### src/dab_pkg.sv
package dab_pkg;
   localparam int DATA_W = 32;
   localparam int ADDR_W = 32;
   localparam int RADDR_W = 8;
   localparam int CTRL_W = 13;
   // Register offsets; channel n sits at n * CH_STRIDE.
   localparam logic [7:0] CH_STRIDE = 8'h10;
   localparam logic [3:0] OFF_CTRL = 4'h0;
   localparam logic [3:0] OFF_SRC = 4'h4;
   localparam logic [3:0] OFF_DST = 4'h8;
   localparam logic [3:0] OFF_CNT = 4'hC;
   localparam logic [7:0] OFF_STATUS = 8'h40;
   // Channel control fields.
   localparam int F_EN = 0;
   localparam int F_SINGLE = 1;
   localparam int F_BURST = 2;
   localparam int F_WORD = 3;
   localparam int F_REQ = 4;
   localparam int F_ACK_WR = 7;
   localparam int F_TO_MEM = 8;
   localparam int F_SRC_INC = 9;
   localparam int F_DST_INC = 10;
   localparam int F_SRC_REQ = 11;
   localparam int F_DST_REQ = 12;
   // Status fields.
   localparam int S_DONE = 0;
   localparam int S_ERR = 8;
   localparam int S_BUSY = 16;
   // Reset values.
   localparam logic [CTRL_W-1:0] CTRL_RST = 13'h0000;
   localparam logic [ADDR_W-1:0] ADDR_RST = 32'h0000_0000;
   typedef enum logic [2:0]
   {
      REQ_AUTO,
      REQ_PIN,
      REQ_SERIAL,
      REQ_ADC,
      REQ_PERIPH
   } dab_req_e;
   typedef struct packed
   {
      logic rd;
      logic wr;
      logic word;
      logic [ADDR_W-1:0] addr;
      logic [DATA_W-1:0] wdata;
   } dab_cmd_s;
   localparam dab_cmd_s CMD_IDLE = '0;
endpackage : dab_pkg

### src/dab_transfer_controller.sv
module dab_transfer_controller #(
   parameter int NUM_CH = 4,
   parameter int PIN_CH = 2,
   parameter int CNT_W = 16
)(
   // Clock, reset and enable
   input wire logic CLK_IN,
   input wire logic RST_N_IN,
   input wire logic CE_IN,
   // Register port
   input wire logic [dab_pkg::RADDR_W-1:0] REG_ADDR_IN,
   input wire logic [dab_pkg::DATA_W-1:0] REG_WDATA_IN,
   input wire logic REG_WR_IN,
   input wire logic REG_RD_IN,
   output logic [dab_pkg::DATA_W-1:0] REG_RDATA_OUT,
   // Transfer triggers
   input wire logic [PIN_CH-1:0] TRANSFER_REQUEST_PIN_N_IN,
   input wire logic SERIAL_REQ_IN,
   input wire logic ADC_REQ_IN,
   input wire logic PERIPH_REQ_IN,
   // Bus master
   output logic BUS_REQ_OUT,
   input wire logic BUS_GRANT_IN,
   input wire logic BUS_DONE_IN,
   input wire logic [dab_pkg::DATA_W-1:0] BUS_RDATA_IN,
   output dab_pkg::dab_cmd_s BUS_CMD_OUT,
   // Acknowledge
   output logic [NUM_CH-1:0] TRANSFER_ACK_STROBE_OUT,
   output logic ACK_WRITE_OUT
);
   initial
   begin
      if (NUM_CH < 2 || NUM_CH > 4 || PIN_CH < 1 || PIN_CH > 2 || CNT_W < 1 || CNT_W > 32)
      begin
         $error("dab_transfer_controller: unsupported parameters");
      end
   end

   typedef enum logic [2:0]
   {
      ST_IDLE,
      ST_GRANT,
      ST_READ,
      ST_WRITE,
      ST_SINGLE,
      ST_RELEASE
   } dab_state_e;

   typedef logic [dab_pkg::CTRL_W-1:0] dab_ctrl_t;

   dab_ctrl_t ctrl [NUM_CH];
   logic [dab_pkg::ADDR_W-1:0] src [NUM_CH];
   logic [dab_pkg::ADDR_W-1:0] dst [NUM_CH];
   logic [CNT_W-1:0] cnt [NUM_CH];
   logic [NUM_CH-1:0] done;
   logic [NUM_CH-1:0] pend;
   logic [PIN_CH-1:0] pin_q1;
   logic [PIN_CH-1:0] pin_q2;
   logic [NUM_CH-1:0] pin_act;
   logic [NUM_CH-1:0] trig;
   logic [NUM_CH-1:0] ready;
   logic [NUM_CH-1:0] cfg_err;
   logic [NUM_CH-1:0] busy;
   logic [1:0] pick;
   logic any_ready;
   dab_state_e state;
   logic [1:0] cur;
   logic [dab_pkg::DATA_W-1:0] hold;
   logic unit_done;
   logic cont;
   logic [CNT_W-1:0] cnt_next;
   logic [dab_pkg::DATA_W-1:0] rd_val;

   function automatic dab_pkg::dab_req_e req_of(input dab_ctrl_t c);
      return dab_pkg::dab_req_e'(c[dab_pkg::F_REQ +: 3]);
   endfunction : req_of

   // A channel whose setup breaks a restriction never starts; software sees it in status.
   function automatic logic cfg_ok(input int ch, input dab_ctrl_t c);
      dab_pkg::dab_req_e r;
      logic ok;
      r = req_of(c);
      ok = 1'b1;
      if (r > dab_pkg::REQ_PERIPH)
      begin
         ok = 1'b0;
      end
      if (c[dab_pkg::F_SINGLE] && (r != dab_pkg::REQ_PIN))
      begin
         ok = 1'b0;
      end
      if ((r == dab_pkg::REQ_PIN) && (ch >= PIN_CH))
      begin
         ok = 1'b0;
      end
      if ((r == dab_pkg::REQ_SERIAL || r == dab_pkg::REQ_ADC) &&
          !(c[dab_pkg::F_SRC_REQ] || c[dab_pkg::F_DST_REQ]))
      begin
         ok = 1'b0;
      end
      return ok;
   endfunction : cfg_ok

   // A serial requester cannot hold the bus, so burst is overridden.
   function automatic logic burst_eff(input dab_ctrl_t c);
      return c[dab_pkg::F_BURST] && (req_of(c) != dab_pkg::REQ_SERIAL);
   endfunction : burst_eff

   function automatic logic [dab_pkg::ADDR_W-1:0] step(input logic [dab_pkg::ADDR_W-1:0] a,
                                                       input logic word);
      return word ? a + 32'h0000_0002 : a + 32'h0000_0001;
   endfunction : step

   // First access of a unit: single address uses one access, dual starts with the read.
   function automatic dab_pkg::dab_cmd_s first_cmd(input dab_ctrl_t c,
                                                   input logic [dab_pkg::ADDR_W-1:0] s,
                                                   input logic [dab_pkg::ADDR_W-1:0] d);
      dab_pkg::dab_cmd_s k;
      k = dab_pkg::CMD_IDLE;
      k.word = c[dab_pkg::F_WORD];
      if (c[dab_pkg::F_SINGLE] && c[dab_pkg::F_TO_MEM])
      begin
         k.wr = 1'b1;
         k.addr = d;
      end
      else
      begin
         k.rd = 1'b1;
         k.addr = s;
      end
      return k;
   endfunction : first_cmd

   // Pin synchroniser; the first stage feeds only the second.
   always_ff @(posedge CLK_IN or negedge RST_N_IN)
   begin
      if (!RST_N_IN)
      begin
         pin_q1 <= '1;
         pin_q2 <= '1;
      end
      else if (CE_IN)
      begin
         pin_q1 <= TRANSFER_REQUEST_PIN_N_IN;
         pin_q2 <= pin_q1;
      end
   end

   always_comb
   begin
      pin_act = '0;
      for (int i = 0; i < PIN_CH; i++)
      begin
         pin_act[i] = !pin_q2[i];
      end
      for (int c = 0; c < NUM_CH; c++)
      begin
         case (req_of(ctrl[c]))
            dab_pkg::REQ_AUTO: trig[c] = 1'b1;
            dab_pkg::REQ_PIN: trig[c] = pin_act[c];
            default: trig[c] = pend[c];
         endcase
         cfg_err[c] = ctrl[c][dab_pkg::F_EN] && !cfg_ok(c, ctrl[c]);
         ready[c] = ctrl[c][dab_pkg::F_EN] && !cfg_err[c] && (cnt[c] != '0) && trig[c];
         busy[c] = (state != ST_IDLE) && (cur == 2'(c));
      end
      pick = 2'h0;
      any_ready = |ready;
      for (int c = NUM_CH - 1; c >= 0; c--)
      begin
         if (ready[c])
         begin
            pick = 2'(c);
         end
      end
   end

   // Peripheral request pulses are latched; a pulse in the clearing cycle survives.
   always_ff @(posedge CLK_IN or negedge RST_N_IN)
   begin
      if (!RST_N_IN)
      begin
         pend <= '0;
      end
      else if (CE_IN)
      begin
         for (int c = 0; c < NUM_CH; c++)
         begin
            pend[c] <= ((req_of(ctrl[c]) == dab_pkg::REQ_SERIAL) && SERIAL_REQ_IN) ||
                       ((req_of(ctrl[c]) == dab_pkg::REQ_ADC) && ADC_REQ_IN) ||
                       ((req_of(ctrl[c]) == dab_pkg::REQ_PERIPH) && PERIPH_REQ_IN) ||
                       (pend[c] && !(unit_done && cur == 2'(c)));
         end
      end
   end

   assign unit_done = ((state == ST_WRITE) || (state == ST_SINGLE)) && BUS_DONE_IN;
   assign cnt_next = cnt[cur] - CNT_W'(1);
   // Burst keeps going; a pin-triggered burst stops at the end of the first unit that ends with the synchronised pin released.
   assign cont = burst_eff(ctrl[cur]) && ctrl[cur][dab_pkg::F_EN] && (cnt_next != '0) &&
                 ((req_of(ctrl[cur]) != dab_pkg::REQ_PIN) || pin_act[cur]);

   always_ff @(posedge CLK_IN or negedge RST_N_IN)
   begin
      if (!RST_N_IN)
      begin
         state <= ST_IDLE;
         cur <= 2'h0;
         hold <= '0;
         BUS_REQ_OUT <= 1'b0;
         BUS_CMD_OUT <= dab_pkg::CMD_IDLE;
      end
      else if (CE_IN)
      begin
         case (state)
            ST_IDLE:
            begin
               if (any_ready)
               begin
                  cur <= pick;
                  BUS_REQ_OUT <= 1'b1;
                  state <= ST_GRANT;
               end
            end
            ST_GRANT:
            begin
               if (BUS_GRANT_IN)
               begin
                  BUS_CMD_OUT <= first_cmd(ctrl[cur], src[cur], dst[cur]);
                  state <= ctrl[cur][dab_pkg::F_SINGLE] ? ST_SINGLE : ST_READ;
               end
            end
            ST_READ:
            begin
               if (BUS_DONE_IN)
               begin
                  hold <= BUS_RDATA_IN;
                  BUS_CMD_OUT.rd <= 1'b0;
                  BUS_CMD_OUT.wr <= 1'b1;
                  BUS_CMD_OUT.addr <= dst[cur];
                  BUS_CMD_OUT.wdata <= BUS_RDATA_IN;
                  state <= ST_WRITE;
               end
            end
            ST_WRITE, ST_SINGLE:
            begin
               if (BUS_DONE_IN)
               begin
                  if (cont)
                  begin
                     BUS_CMD_OUT <= first_cmd(ctrl[cur], step(src[cur], ctrl[cur][dab_pkg::F_WORD]),
                                              step(dst[cur], ctrl[cur][dab_pkg::F_WORD]));
                     if (!ctrl[cur][dab_pkg::F_SRC_INC])
                     begin
                        BUS_CMD_OUT.addr <= ctrl[cur][dab_pkg::F_SINGLE] && ctrl[cur][dab_pkg::F_TO_MEM] &&
                                            ctrl[cur][dab_pkg::F_DST_INC] ?
                                            step(dst[cur], ctrl[cur][dab_pkg::F_WORD]) :
                                            (ctrl[cur][dab_pkg::F_SINGLE] && ctrl[cur][dab_pkg::F_TO_MEM] ?
                                             dst[cur] : src[cur]);
                     end
                     else if (ctrl[cur][dab_pkg::F_SINGLE] && ctrl[cur][dab_pkg::F_TO_MEM] &&
                              !ctrl[cur][dab_pkg::F_DST_INC])
                     begin
                        BUS_CMD_OUT.addr <= dst[cur];
                     end
                     state <= ctrl[cur][dab_pkg::F_SINGLE] ? ST_SINGLE : ST_READ;
                  end
                  else
                  begin
                     BUS_CMD_OUT <= dab_pkg::CMD_IDLE;
                     BUS_REQ_OUT <= 1'b0;
                     state <= ST_RELEASE;
                  end
               end
            end
            ST_RELEASE:
            begin
               state <= ST_IDLE;
            end
            default:
            begin
               state <= ST_IDLE;
            end
         endcase
      end
   end

   // Ack goes with the access: single address always, dual only in the chosen cycle.
   always_comb
   begin
      TRANSFER_ACK_STROBE_OUT = '0;
      if ((state == ST_SINGLE) ||
          (state == ST_READ && !ctrl[cur][dab_pkg::F_ACK_WR]) ||
          (state == ST_WRITE && ctrl[cur][dab_pkg::F_ACK_WR]))
      begin
         TRANSFER_ACK_STROBE_OUT[cur] = 1'b1;
      end
      ACK_WRITE_OUT = (state == ST_SINGLE) ? ctrl[cur][dab_pkg::F_TO_MEM] : (state == ST_WRITE);
   end

   // Channel registers: software writes win over the engine's own update, except that a done set by the engine wins over the clearing count write.
   always_ff @(posedge CLK_IN or negedge RST_N_IN)
   begin
      if (!RST_N_IN)
      begin
         for (int c = 0; c < NUM_CH; c++)
         begin
            ctrl[c] <= dab_pkg::CTRL_RST;
            src[c] <= dab_pkg::ADDR_RST;
            dst[c] <= dab_pkg::ADDR_RST;
            cnt[c] <= '0;
         end
         done <= '0;
      end
      else if (CE_IN)
      begin
         for (int c = 0; c < NUM_CH; c++)
         begin
            if (unit_done && cur == 2'(c))
            begin
               cnt[c] <= cnt_next;
               if (ctrl[c][dab_pkg::F_SRC_INC])
               begin
                  src[c] <= step(src[c], ctrl[c][dab_pkg::F_WORD]);
               end
               if (ctrl[c][dab_pkg::F_DST_INC])
               begin
                  dst[c] <= step(dst[c], ctrl[c][dab_pkg::F_WORD]);
               end
            end
            if (REG_WR_IN && REG_ADDR_IN[7:6] == 2'h0 && REG_ADDR_IN[5:4] == 2'(c))
            begin
               if (REG_ADDR_IN[3:0] == dab_pkg::OFF_CTRL)
               begin
                  ctrl[c] <= REG_WDATA_IN[dab_pkg::CTRL_W-1:0];
               end
               else if (REG_ADDR_IN[3:0] == dab_pkg::OFF_SRC)
               begin
                  src[c] <= REG_WDATA_IN;
               end
               else if (REG_ADDR_IN[3:0] == dab_pkg::OFF_DST)
               begin
                  dst[c] <= REG_WDATA_IN;
               end
               else if (REG_ADDR_IN[3:0] == dab_pkg::OFF_CNT)
               begin
                  cnt[c] <= REG_WDATA_IN[CNT_W-1:0];
               end
            end
            done[c] <= (unit_done && cur == 2'(c) && cnt_next == '0) ||
                       (done[c] && !(REG_WR_IN && REG_ADDR_IN == (8'(c) << 4 | 8'(dab_pkg::OFF_CNT))));
         end
      end
   end

   always_comb
   begin
      rd_val = '0;
      if (REG_ADDR_IN == dab_pkg::OFF_STATUS)
      begin
         rd_val[dab_pkg::S_DONE +: NUM_CH] = done;
         rd_val[dab_pkg::S_ERR +: NUM_CH] = cfg_err;
         rd_val[dab_pkg::S_BUSY +: NUM_CH] = busy;
      end
      else if (REG_ADDR_IN[7:6] == 2'h0 && 32'(REG_ADDR_IN[5:4]) < NUM_CH)
      begin
         if (REG_ADDR_IN[3:0] == dab_pkg::OFF_CTRL)
         begin
            rd_val = 32'(ctrl[REG_ADDR_IN[5:4]]);
         end
         else if (REG_ADDR_IN[3:0] == dab_pkg::OFF_SRC)
         begin
            rd_val = src[REG_ADDR_IN[5:4]];
         end
         else if (REG_ADDR_IN[3:0] == dab_pkg::OFF_DST)
         begin
            rd_val = dst[REG_ADDR_IN[5:4]];
         end
         else if (REG_ADDR_IN[3:0] == dab_pkg::OFF_CNT)
         begin
            rd_val = 32'(cnt[REG_ADDR_IN[5:4]]);
         end
      end
   end

   always_ff @(posedge CLK_IN or negedge RST_N_IN)
   begin
      if (!RST_N_IN)
      begin
         REG_RDATA_OUT <= '0;
      end
      else if (CE_IN)
      begin
         REG_RDATA_OUT <= REG_RD_IN ? rd_val : '0;
      end
   end
endmodule : dab_transfer_controller

### config.mk
export PLATFORM = sky130hd
export DESIGN_NAME = dab_transfer_controller
export DESIGN_NICKNAME = d
export VERILOG_FILES = /design/src/dab_pkg.sv /design/src/dab_transfer_controller.sv
export SDC_FILE = /design/constraint.sdc
export NUM_CORES = 2
export LEC_CHECK = 0
export ABC_AREA = 0
export BUFFER_PORTS_ARGS = -buffer_cell sky130_fd_sc_hd__buf_4
export CAP_MARGIN = 20
export CELL_PAD_IN_SITES_DETAIL_PLACEMENT = 1
export CELL_PAD_IN_SITES_GLOBAL_PLACEMENT = 1
export CORE_ASPECT_RATIO = 2
export CORE_UTILIZATION = 52
export DETAILED_ROUTE_END_ITERATION = 16
export GPL_TIMING_DRIVEN = 1
export PLACE_DENSITY = 0.95
export SETUP_SLACK_MARGIN = 0.1
export SLEW_MARGIN = 10
export SYNTH_ARGS = -nofsm -noshare
export SYNTH_HDL_FRONTEND = slang
export SYNTH_SLANG_ARGS = --single-unit
### constraint.sdc
create_clock -name CLK_IN -period 9.6 [get_ports CLK_IN]
set_clock_uncertainty 0.2 [all_clocks]
set_input_delay 0.48 -clock CLK_IN [delete_from_list [all_inputs] [get_ports CLK_IN]]
set_output_delay 0.48 -clock CLK_IN [all_outputs]
set_load 0.01 [all_outputs]
==> flow_metrics.env, run 1 <==
export IMPL_ys_flop_type="dfrtp_1"
export IMPL_synth_warning_count=0
export IMPL_synthesis_area_sq_um=34200
export IMPL_placed_cell_area_sq_um=35900
export IMPL_synth_top_area_cell="dfrtp_1"
export IMPL_grt_max_degree=234
export IMPL_ys_ff_latch=489
export IMPL_io_buffers=188
export IMPL_hpwl_um=118000
export IMPL_htreeDepth=2
export IMPL_numCtsBuffers=48
export IMPL_synth_edf_count=0
export IMPL_status="aborted with a tool error"
export IMPL_synth_top_area_share_pct=35.5
export IMPL_seq_area_frac_synth_pct=35.8
export IMPL_tool_error="[ERROR GRT-0232] Routing congestion too high. Check the congestion heatmap in the GUI."
export IMPL_clockBufferDepth=3
export IMPL_postCtsSetupBuffers=0
export IMPL_synth_fp_nets=3919
export IMPL_ys_types=95
export IMPL_grt_usage_pct=55.4
export IMPL_initial_core_util_pct=52.7
export IMPL_failed_stage="5_1_grt"
export IMPL_gp_congestion=1.07
export IMPL_die_w_um=183
export IMPL_gr_total_overflow=2
export IMPL_synth_most_common_cell="dfrtp_1"
export IMPL_cts_sinks=489
export IMPL_cts_root_buf="clkbuf_16"
export IMPL_cts_resized_gates=0
export IMPL_synth_area_leaders="dfrtp_1 35%, mux4_2 12%, a21oi_1 6.5%"
export IMPL_synthArstFlopShare_pct=100
export IMPL_synth_common_cells="485 x dfrtp_1, 469 x nand2_1, 447 x a21oi_1"
export IMPL_dieHeight_um=365
export IMPL_num_rows=132
export IMPL_syn_inst=3813
export IMPL_io_pins=189
export IMPL_synth_area_per_cell_sq_um=8.97
export IMPL_postCtsHoldBufs=30
kinds of logic after synthesis:
family / share of synthesized area, %
fa+ha+maj: 0.805
xor+xnor: 1.87
mux: 15.4
simple gates: 17.6
flops: 35.8
buf+inv: 4.60
compound gates: 23.9
per-layer routing:
metal / global-route usage, % / overflow
met1: 52.7 / 0
met2: 82.9 / 1
met3: 26.3 / 0
met4: 61.3 / 1
met5: 1.19 / 0
through the flow:
| step | std cells | worst slack [ns] | utilization, % |
|---|---|---|---|
| after floorplan | 3813 | 6.22 | - |
| after detailed placement | 4604 | 4.84 | 55.3 |
| after CTS | 4721 | 4.75 | 58.3 |
| after global placement | 4603 | 4.96 | 55.3 |
==> run 2, diff against run 1 <==
--- a/config.mk
+++ b/config.mk
@@ -8,14 +8,10 @@
 export ABC_AREA = 0
 export BUFFER_PORTS_ARGS = -buffer_cell sky130_fd_sc_hd__buf_4
 export CAP_MARGIN = 20
-export CELL_PAD_IN_SITES_DETAIL_PLACEMENT = 1
-export CELL_PAD_IN_SITES_GLOBAL_PLACEMENT = 1
-export CORE_ASPECT_RATIO = 2
-export CORE_UTILIZATION = 52
+export CORE_UTILIZATION = 40
 export DETAILED_ROUTE_END_ITERATION = 16
 export GPL_TIMING_DRIVEN = 1
-export PLACE_DENSITY = 0.95
-export SETUP_SLACK_MARGIN = 0.1
+export PLACE_DENSITY_LB_ADDON = 0.15
 export SLEW_MARGIN = 10
 export SYNTH_ARGS = -nofsm -noshare
 export SYNTH_HDL_FRONTEND = slang
==> flow_metrics.env, run 2 <==
export IMPL_numCtsBuffers=59
export IMPL_fin_nets=3946
export IMPL_setup_viol_count_final=0
export IMPL_synth_area_per_cell_sq_um=8.97
export IMPL_period_share_pct=51.7
export IMPL_grt_pass1_wl_um=195000
export IMPL_dieHeight_um=294
export IMPL_htreeDepth=2
export IMPL_antenna_found_initial=2
export IMPL_placed_cells_incl_taps=4877
export IMPL_synth_area_leaders="dfrtp_1 35%, mux4_2 12%, a21oi_1 6.5%"
export IMPL_synth_warning_count=0
export IMPL_syn_to_final_growth_pct=13.0
export IMPL_synth_common_cells="485 x dfrtp_1, 469 x nand2_1, 447 x a21oi_1"
export IMPL_clockBufferDepth=3
export IMPL_path_clk_slew_ns=0.06
export IMPL_cp_slowest_cell="dfrtp_4"
export IMPL_hold_viol=0
export IMPL_cts_tree="built"
export IMPL_num_rows=106
export IMPL_cp_data_required_time_ns=9.98
export IMPL_cap_violations=0
export IMPL_synth_edf_count=0
export IMPL_drtIter0Drc=3832
export IMPL_ys_ff_latch=489
export IMPL_wl_per_cell_um=25.6
export IMPL_synth_fp_nets=3919
export IMPL_drtPass1Iterations=9
export IMPL_vias=32600
export IMPL_seq_area_frac_synth_pct=35.8
export IMPL_status="finished, final reports clean"
export IMPL_cts_resized_gates=0
export IMPL_cp_start_kind="register"
export IMPL_maxSlewHeadroom_pct=20.0
export IMPL_finalSetupTns_ns=0
export IMPL_synthArstFlopShare_pct=100
export IMPL_leakage_nw=15.4
export IMPL_slew_viol_final=0
export IMPL_mostFrequentLayoutCell="dfrtp_1"
export IMPL_antenna_left=0
export IMPL_whs_ns=0.0476
export IMPL_cts_sinks=489
export IMPL_grt_usage_pct=29.4
export IMPL_worst_pin_slew_ns=1.19
export IMPL_critPathMaxFanout=53
export IMPL_ys_flop_type="dfrtp_1"
export IMPL_p_per_area_nw_per_um2=190
export IMPL_io_pins=189
export IMPL_die_area_sq_um=86700
export IMPL_critical_path_top_delay_family="simple AND/OR/NAND/NOR gates"
export IMPL_synth_most_common_cell="dfrtp_1"
export IMPL_clk_latency_ns=0.66
export IMPL_ys_types=95
export IMPL_fmax_ghz=0.202
export IMPL_drive_gt1_share_pct=17.7
export IMPL_first_global_vias=30000
export IMPL_routed_via_density=6.49
export IMPL_worstSetupPathType="register to register"
export IMPL_fillers=8156
export IMPL_rsz0062_at_grt="no"
export IMPL_gr_total_overflow=0
export IMPL_arrival_ns=5.34
export IMPL_die_w_um=294
export IMPL_cts_root_buf="clkbuf_16"
export IMPL_layout_cells_non_filler=5026
export IMPL_hp_class="primary input to register"
export IMPL_initial_core_util_pct=40.7
export IMPL_max_vdd_ir_drop_mv=0.158
export IMPL_synth_top_area_share_pct=35.5
export IMPL_syn_inst=3813
export IMPL_mostFrequentLayoutCells="483 x dfrtp_1, 461 x nand2_1, 447 x a21oi_1"
export IMPL_synth_top_area_cell="dfrtp_1"
export IMPL_endpoint_kind="register"
export IMPL_worstPathCellList="buf_4, mux4_2, mux2_2, nand4b_1, nor3_1, nor3b_1, xor2_1, o21ai_1, a21oi_1"
export IMPL_io_buffers=188
export IMPL_core_area_sq_um=84100
export IMPL_gp_congestion=0.928
export IMPL_top_regs="dst (128), src (128), BUS_CMD_OUT (67)"
export IMPL_max_stage_delay_ns=1.09
export IMPL_grt_max_degree=201
export IMPL_synthesis_area_sq_um=34200
export IMPL_period_needed_ns=4.96
export IMPL_path_buf_inv=1
export IMPL_hpwl_um=90600
export IMPL_drc=0
export IMPL_wirelength_um=129000
-- run 2: path summary, 6_finish.rpt --
check,from,endpoint,slack (ns),cells after the start
max in group asynchronous,RST_N_IN,cur[0],6.96,4
min,REG_WDATA_IN[31],dst[127],0.05,3
max reg2reg,cur[0],BUS_CMD_OUT[62],4.64,9
min in group asynchronous,RST_N_IN,BUS_CMD_OUT[9],0.12,2
min reg2reg,BUS_CMD_OUT[6],BUS_CMD_OUT[6],0.28,2
max,cur[0],BUS_CMD_OUT[62],4.64,9
-- run 2: what timing repair did --
| action | 4_1_cts | 5_1_grt |
|---|---|---|
| buffers inserted | 0 | 0 |
| hold endpoints to repair | 81 | 0 |
| hold buffers | 36 | 0 |
-- run 2: layout make-up --
class	instances	area [sq um]	share of cell area (%)
Clock inverter	24	348	0.900
Clock buffer	87	1700	4.40
Antenna cell	2	5.00	0.0129
Multi-Input combinational cell	2950	20500	53.0
Timing Repair Buffer	282	2250	5.81
Sequential cell	489	12200	31.7
Inverter	58	219	0.566
Tap cell	1134	1420	3.67
-- run 2: cells by family (layout without fill, tap and decap cells) --
logic type,count (synthesis),in the layout,synth area share (%)
muxes,286,286,15.4
DFF,489,489,35.8
buffers and inverters,374,451,4.60
xor gates and xnor gates,72,72,1.87
AOI/OAI and AO/OA,1322,1322,23.9
other,0,2,0
and+or+nand+nor,1248,1248,17.6
adders and majority gates,22,22,0.805
-- run 2: per-layer routing --
metal / GRT usage (%) / vias up / part of all wire, %
li1: - / 14600 / -
met1: 43.7 / 16100 / 44
met2: 42.5 / 1680 / 42
met3: 5.87 / 202 / 10
met4: 9.71 / 0 / 3.4
met5: 0 / - / 0
-- run 2: report_power, final --
part | total (W) | internal [W] | switching (W)
sequential | 0.00271 | 0.00234 | 0.000370
clock | 0.00243 | 0.00144 | 0.000989
combinational | 0.00219 | 0.000905 | 0.00129
-- run 2: worst register-to-register path: stages (launching register included) --
cell	delay [ns]
dfrtp_4	1.09
buf_4	0.91
mux4_2	0.78
mux2_2	0.31
nand4b_1	0.47
nor3_1	0.47
nor3b_1	0.27
xor2_1	0.16
o21ai_1	0.08
a21oi_1	0.16
-- run 2: metrics by stage --
step	area, sq um	utilization, %	worst slack, ns	total power (W)
6_report	38700	46.0	4.64	0.00733
5_1_grt	38700	46.0	4.19	0.00766
4_1_cts	38700	46.0	4.55	0.00734
3_5_place_dp	36300	43.1	4.57	0.00488
3_3_place_gp	36200	43.1	4.62	0.00487
2_1_floorplan	34200	-	6.22	0.00401
(Power assumes the default switching activity.)
